==> config.mk <==
export PLATFORM = sky130hd
export DESIGN_NAME = srs_supervisor
export DESIGN_NICKNAME = d
export VERILOG_FILES = /design/src/rtl/srs_pkg.sv /design/src/rtl/srs_supervisor.sv
export SDC_FILE = /design/constraint.sdc
export NUM_CORES = 1
export LEC_CHECK = 0
export ABC_AREA = 1
export BUFFER_PORTS_ARGS = -buffer_cell sky130_fd_sc_hd__buf_2
export CELL_PAD_IN_SITES_DETAIL_PLACEMENT = 0
export CELL_PAD_IN_SITES_GLOBAL_PLACEMENT = 2
export CORE_UTILIZATION = 39
export CTS_CLUSTER_SIZE = 12
export DETAILED_ROUTE_END_ITERATION = 10
export MAX_ROUTING_LAYER = met4
export PLACE_DENSITY_LB_ADDON = 0.25
export SYNTH_ARGS = -nofsm -noshare
export SYNTH_HDL_FRONTEND = slang
export SYNTH_SLANG_ARGS = --single-unit
export TNS_END_PERCENT = 30
==> constraint.sdc <==
create_clock -name mclk -period 2.6 [get_ports mclk]
set_input_delay 0.39 -clock mclk [delete_from_list [all_inputs] [get_ports mclk]]
set_output_delay 0.39 -clock mclk [all_outputs]
set_load 0.005 [all_outputs]
==> src/rtl/srs_pkg.sv <==
package srs_pkg;
   // ========================================
   // timing
   localparam int unsigned clk_hz = 10000000;
   // hold period in microseconds; 1400, 200000 and 1600000 are the offered values
   localparam int unsigned hold_us_a = 1400;
   localparam int unsigned hold_us_c = 200000;
   localparam int unsigned hold_us_d = 1600000;
   localparam int unsigned hold_us_default = hold_us_c;
   // least time rounds up to whole cycles
   localparam longint unsigned hold_cycles_default =
      (longint'(hold_us_default) * longint'(clk_hz) + 64'd999999) / 64'd1000000;
   localparam int unsigned cnt_w = 32;
   localparam int unsigned sync_stages = 2;
   // ========================================
   // comparator bundle
   typedef struct packed {
      logic supply_low_n;
      logic low_line_n;
      logic manual_n;
   } srs_cmp_t;
   localparam srs_cmp_t cmp_reset = '{supply_low_n: 1'b0, low_line_n: 1'b0, manual_n: 1'b0};
   typedef enum logic [1:0] {
      st_hold_trig,
      st_count,
      st_run
   } srs_state_t;
endpackage

==> src/rtl/srs_supervisor.sv <==
// Operation
// reset output asserted while supply below reset trip threshold, any ramp or brownout.
// manual reset input low asserts reset output.
// reset stays asserted as long as any trigger is active.
// after triggers release, reset held one more full hold period.
// every trigger yields at least one full hold period of reset.
// active-high output is exact inverse of active-low, same timing.
// low-line warning low whenever supply below low-line threshold, before reset.
// hold period is a fixed build parameter, e.g. 1.4ms, 200ms, 1600ms.
// processor may use low-line warning as non-maskable interrupt.
// hold counted in clock cycles, restarted by any active trigger.
// comparator results pass a two-stage synchroniser before use.
`timescale 1ns/10ps
`default_nettype none
module srs_supervisor #(
   parameter logic [srs_pkg::cnt_w-1:0] hold_cycles = srs_pkg::cnt_w'(srs_pkg::hold_cycles_default)
) (
   input wire logic mclk,
   input wire logic nrst,
   // comparator results, active low: supply below reset trip threshold
   input wire logic supply_ok_n_in,
   // active low: supply below low-line threshold
   input wire logic low_line_ok_n_in,
   // active low: manual_reset_in_n below manual_trip_threshold
   input wire logic manual_reset_in_n,
   output logic reset_out_n,
   output logic reset_out,
   output logic low_line_warn_n
);
   // ========================================
   // synchroniser
   srs_pkg::srs_cmp_t sync_a;
   srs_pkg::srs_cmp_t sync_b;
   wire srs_pkg::srs_cmp_t raw_cmp = '{supply_low_n: supply_ok_n_in, low_line_n: low_line_ok_n_in,
                                       manual_n: manual_reset_in_n};

   always_ff @(posedge mclk or negedge nrst) begin
      if (!nrst) begin
         sync_a <= srs_pkg::cmp_reset;
         sync_b <= srs_pkg::cmp_reset;
      end else begin
         sync_a <= raw_cmp;
         sync_b <= sync_a;
      end
   end

   // ========================================
   // trigger decode
   // after reset the inputs read as asserted, so power-up always gets a full hold
   wire logic trig = !sync_b.supply_low_n || !sync_b.manual_n;

   // ========================================
   // hold state machine
   srs_pkg::srs_state_t state;
   srs_pkg::srs_state_t next_state;
   logic [srs_pkg::cnt_w-1:0] cnt;
   logic [srs_pkg::cnt_w-1:0] next_cnt;
   wire logic cnt_done = (cnt >= hold_cycles - srs_pkg::cnt_w'(1));

   always_comb begin
      next_state = state;
      next_cnt = cnt;
      case (state)
         srs_pkg::st_hold_trig: begin
            next_cnt = '0;
            if (!trig) begin
               next_state = srs_pkg::st_count;
            end
         end
         srs_pkg::st_count: begin
            if (trig) begin
               // restart: a short glitch still gets a whole period
               next_state = srs_pkg::st_hold_trig;
               next_cnt = '0;
            end else if (cnt_done) begin
               next_state = srs_pkg::st_run;
            end else begin
               next_cnt = cnt + srs_pkg::cnt_w'(1);
            end
         end
         srs_pkg::st_run: begin
            if (trig) begin
               next_state = srs_pkg::st_hold_trig;
               next_cnt = '0;
            end
         end
         default: begin
            next_state = srs_pkg::st_hold_trig;
            next_cnt = '0;
         end
      endcase
   end

   wire logic next_reset_n = (next_state == srs_pkg::st_run);

   always_ff @(posedge mclk or negedge nrst) begin
      if (!nrst) begin
         state <= srs_pkg::st_hold_trig;
         cnt <= '0;
      end else begin
         state <= next_state;
         cnt <= next_cnt;
      end
   end

   // ========================================
   // outputs, all registered
   // both polarities come from the same next value so they never skew
   always_ff @(posedge mclk or negedge nrst) begin
      if (!nrst) begin
         reset_out_n <= 1'b0;
         reset_out <= 1'b1;
         low_line_warn_n <= 1'b0;
      end else begin
         reset_out_n <= next_reset_n;
         reset_out <= !next_reset_n;
         // threshold lies above the reset trip, so this falls first; user is the processor
         low_line_warn_n <= sync_b.low_line_n;
      end
   end
endmodule
`default_nettype wire
======== Yosys cells after proc, flatten, opt, wreduce, memory -nomap -nowiden ========
Index checks and enable logic that the tools add are counted.
word-level totals
  flip-flop bits (word level) ............. 43
  memories ................................ 0
  bits in latches ......................... 0
  RAM bits ................................ 0
  ROM bits ................................ 0
cells by class
  add/subtract/negate cells ............... 1
  magnitude comparators ................... 1
  eq/ne operators ......................... 5
  div/mod/pow operators ................... 0
  multiplexer cells ....................... 9
  shift operators ......................... 0
  reduce and logical (&&, ||, !) cells .... 6
  bitwise logic cells ..................... 0
  $mul .................................... 0
operator list
  kind                   number
  $mux 32                3
  $pmux 32 s2            1
  $add 32x1->32 const B  1
  $ge 32x21->1 const B   1
  $mux 2                 4
  $pmux 2 s3             1
  $eq 2x2->1 const B     2
  $logic_not 1->1        3
  $ne 3x3->1 const B     1
  $eq 2x1->1 const B     1
  $logic_not 2->1        1
  $ne 2x2->1 const B     1
  $reduce_and 2->1       1
  $logic_or 1x1->1       1

======== Logic depth before layout (Yosys ltp) ========
  depth in word-level cells ............... 6
  depth in mapped cells ................... 12

======== Worst setup path after synthesis ========
Ideal clock, no wire load.
  path type ............................... flip-flop to flip-flop
  start ................................... register cnt[0] (netlist bit)
  end ..................................... register cnt[21] (netlist bit)
  stages on the path, launching flop included .. 13
  setup slack ............................. 0.996 ns
  path buffers ............................ 1
  arrival ................................. 1.486 ns
  period minus slack after synthesis ...... 1.604 ns
  path through ............................ dfrtp_1 ha_1 nand3_2 inv_2 nand2_2 nand2_1 nand3_1 nand2_2 nand3_4 nand2_4 inv_2 buf_8 nor2_4
between the ends
  cells in the longest elaborated chain, start to end .. 4
  elaborated cells on any way between the ends .. 7
  classes of those cells .................. add/sub (1); order compare (1); eq/ne (1); mux (3); reduce/logical (1)
RTL lines
  element                 line                   RTL
  from (decl)             srs_supervisor.sv:56   logic [srs_pkg::cnt_w-1:0] cnt;
  from (signal assigned)  srs_supervisor.sv:102  cnt <= next_cnt;
  $add 32x1->32           srs_supervisor.sv:78   next_cnt = cnt + srs_pkg::cnt_w'(1);
  $mux 32                 srs_supervisor.sv:75   end else if (cnt_done) begin
  $mux 32                 srs_supervisor.sv:71   if (trig) begin
  $pmux 32 s2             srs_supervisor.sv:63   case (state)
Parallel ways exist; a longest one is shown, timed or not. The select of a mux whose other input is x is not followed.
A chain may end at the register's enable or synchronous reset.

======== Final worst setup path ========
  start ................................... register cnt[0] (netlist bit)
  end ..................................... register cnt[24] (netlist bit)
Same word-level chain as after synthesis.

==> results.json <==
{
  "status": "finished clean",
  "dp_worst_setup_slack_ns": 0.409,
  "port-buffer-count": 7,
  "multiInputGateArea_mm2": 0.00107,
  "cts_root_buffer": "clkbuf_8",
  "crit_slowest_cell": "dfrtp_1",
  "grt_pass1_vias": 1825,
  "die_y_um": 79.1,
  "avgSynthCellArea_um2": 7.48,
  "core_mm2": 0.00561,
  "fin_area_mm2": 0.00250,
  "finalNonFillerCells": 391,
  "fillers": 599,
  "fin_util": 0.446,
  "slew_violations": 0,
  "synthToLayoutAreaGrowth_pct": 7.93,
  "dr.pass1.iters": 4,
  "ios": 8,
  "hp-class": "in2reg",
  "die-area_mm2": 0.00626,
  "syn_inst": 310,
  "ys_seq_elements": 43,
  "worst_pin_slew_ns": 0.949,
  "drt_iter0_markers": 140,
  "cellPowerDensity_mw_per_mm2": 456,
  "setup_tns_ns": 0,
  "p_total_mw": 1.14,
  "max-slew-margin-rel": 0.367,
  "ant_nets": 0,
  "ys_warn_count": 0,
  "hold-worst-slack_ns": 0.194,
  "timing.final.ws_setup_ns": 0.424,
  "cts_max_level": 2,
  "wl_per_cell_um": 12.5,
  "criticalPathCategory": "reg2reg",
  "syn-num-nets": 316,
  "cts_sinks": 43,
  "vias_per_cell": 4.78,
  "grt_pass1_wl_um": 8760,
  "path_max_fanout": 23,
  "cts_made_buffers": 5,
  "endpoint_kind": "flop",
  "slowest_delay_ns": 0.41,
  "dpl_cell_area_mm2": 0.00241,
  "start_util": 0.414,
  "async_flop_share": 1.00,
  "ys_types": 28,
  "die_w_um": 79.1,
  "grt_overflow": 0,
  "cts_resized": 0,
  "period_needed_ns": 2.18,
  "clk_latency_ns": 0.30,
  "cp-start-kind": "flop",
  "rsz0062_at_grt": "no",
  "drc_errors": 0,
  "finalCritPeriodShare": 0.837,
  "num_vias": 1868,
  "synth-edff-count": 0,
  "worstPathCellList": "ha_1, nand3_2, inv_2, nand2_2, nand2_1, nand3_1, nand2_2, nand3_4, nand2_4, inv_2, nor2_1",
  "dp.cells": 383,
  "max_freq_mhz": 460,
  "row_count": 27,
  "yosysSeqAreaShare": 0.464,
  "arrival_ns": 2.35,
  "maxCapViolations": 0,
  "holdBufCountCts": 0,
  "fin_nets": 324,
  "antenna_found_initial": 0,
  "seq_area_mm2": 0.00108,
  "synth_flop_cell": "dfrtp_1",
  "num_antenna_cells": 0,
  "ir_drop_v": 0.000249,
  "place_congestion": 0.807,
  "grtUsageTotal": 0.189,
  "grt_max_degree": 44,
  "post_cts_buffers": 0,
  "clock_path_buffers": 2,
  "critPathLaunch": "cnt[0]$_DFFE_PN0P_",
  "worstHoldStart": "manual_reset_in_n",
  "fin_skew_ns": 0.0111,
  "layout-drive-gt1-share": 0.116,
  "synth_area_mm2": 0.00232,
  "cts_tree": "done",
  "dp.final_hpwl_um": 3450,
  "worstPathRequired_ns": 2.77,
  "drt-total-wl_um": 4890,
  "hold_viol": 0,
  "p_leak_nw": 1.10,
  "path_clk_slew_ns": 0.08,
  "setup_viol": 0,
  "r2r-start": "cnt[0]$_DFFE_PN0P_"
}
-- metal layers --
metal,global-route usage,wire [um],vias to the layer above
met5,-,0,-
met4,0.0764,107,0
met3,0.0345,141,8
met2,0.278,2170,27
met1,0.256,2470,858
li1,-,-,975
-- cells in the mapped netlist (all sizes together) (2+ instances only) --
cell,n,area [um2]
inv,31,116
xnor2,2,17.5
nand2,99,384
nor2,66,318
a21oi,6,30.0
nand4,2,12.5
nor3,3,15.0
nand3,35,193
xor2,3,26.3
buf,6,45.0
clkbuf,3,11.3
dfrtp,42,1050
o21ai,5,25.0
o21a,2,15.0
-- worst max-delay path, delay by kind of cell (launching register included) --
kind / cells / cell delay [ns]
and+or+nand+nor: 8 / 0.91
buffers and inverters: 2 / 0.45
DFF: 1 / 0.41
adders and majority gates: 1 / 0.25
-- registers in the layout (all words and copies together), names as in the netlist --
signal and flops:
reset_out 1, sync_b 3, sync_a 3, state 2, cnt 32, reset_out_n 1, low_line_warn_n 1
-- worst paths after layout --
kind                                       end  slack (ns)  cells after the start
max                        cnt[24]$_DFFE_PN0P_        0.42                     11
min                        sync_a[0]$_DFF_PN0_        0.19                      1
max reg2reg                cnt[24]$_DFFE_PN0P_        0.42                     11
min reg2reg                sync_b[0]$_DFF_PN0_        0.35                      0
max in group asynchronous  sync_b[2]$_DFF_PN0_        1.78                      1
min in group asynchronous   cnt[5]$_DFFE_PN0P_        0.23                      1
-- placed cells by master, fill, tap and decap left out, types with 2 or more instances in the layout --
cell,Yosys,layout
nand2_1,96,96
nor2_1,56,56
dfrtp_1,42,42
nand3_1,33,33
inv_1,28,28
nor2_4,9,9
buf_2,3,7
a21oi_1,6,6
o21ai_0,5,5
clkbuf_8,0,5
inv_2,3,3
nor3_1,3,3
xor2_1,3,3
buf_4,2,3
nand2_2,2,2
nand4_1,2,2
xnor2_1,2,2
o21a_1,2,2
clkinvlp_4,0,2
-- report_power, final --
| group | internal, mW | switching [mW] | leakage [nW] |
|---|---|---|---|
| Sequential | 0.675 | 0.00194 | 0.580 |
| Combinational | 0.00540 | 0.0203 | 0.475 |
| Clock | 0.192 | 0.246 | 0.0408 |
| Total | 0.872 | 0.269 | 1.10 |
-- kinds of logic after synthesis --
kind of cell | share of synthesized area
fa+ha+maj | 0.00539
flops | 0.464
simple gates | 0.400
compound gates | 0.0367
buf+inv | 0.0744
xor+xnor | 0.0189
-- area by class of cell --
type | instances | area share
clock buffers | 5 | 0.0275
clock inverters | 3 | 0.00950
inverters | 31 | 0.0465
multi-input cells | 227 | 0.427
flip-flops and latches | 43 | 0.430
well taps | 72 | 0.0360
repair buffers | 10 | 0.0230
Power figures use the tool's default switching activity.
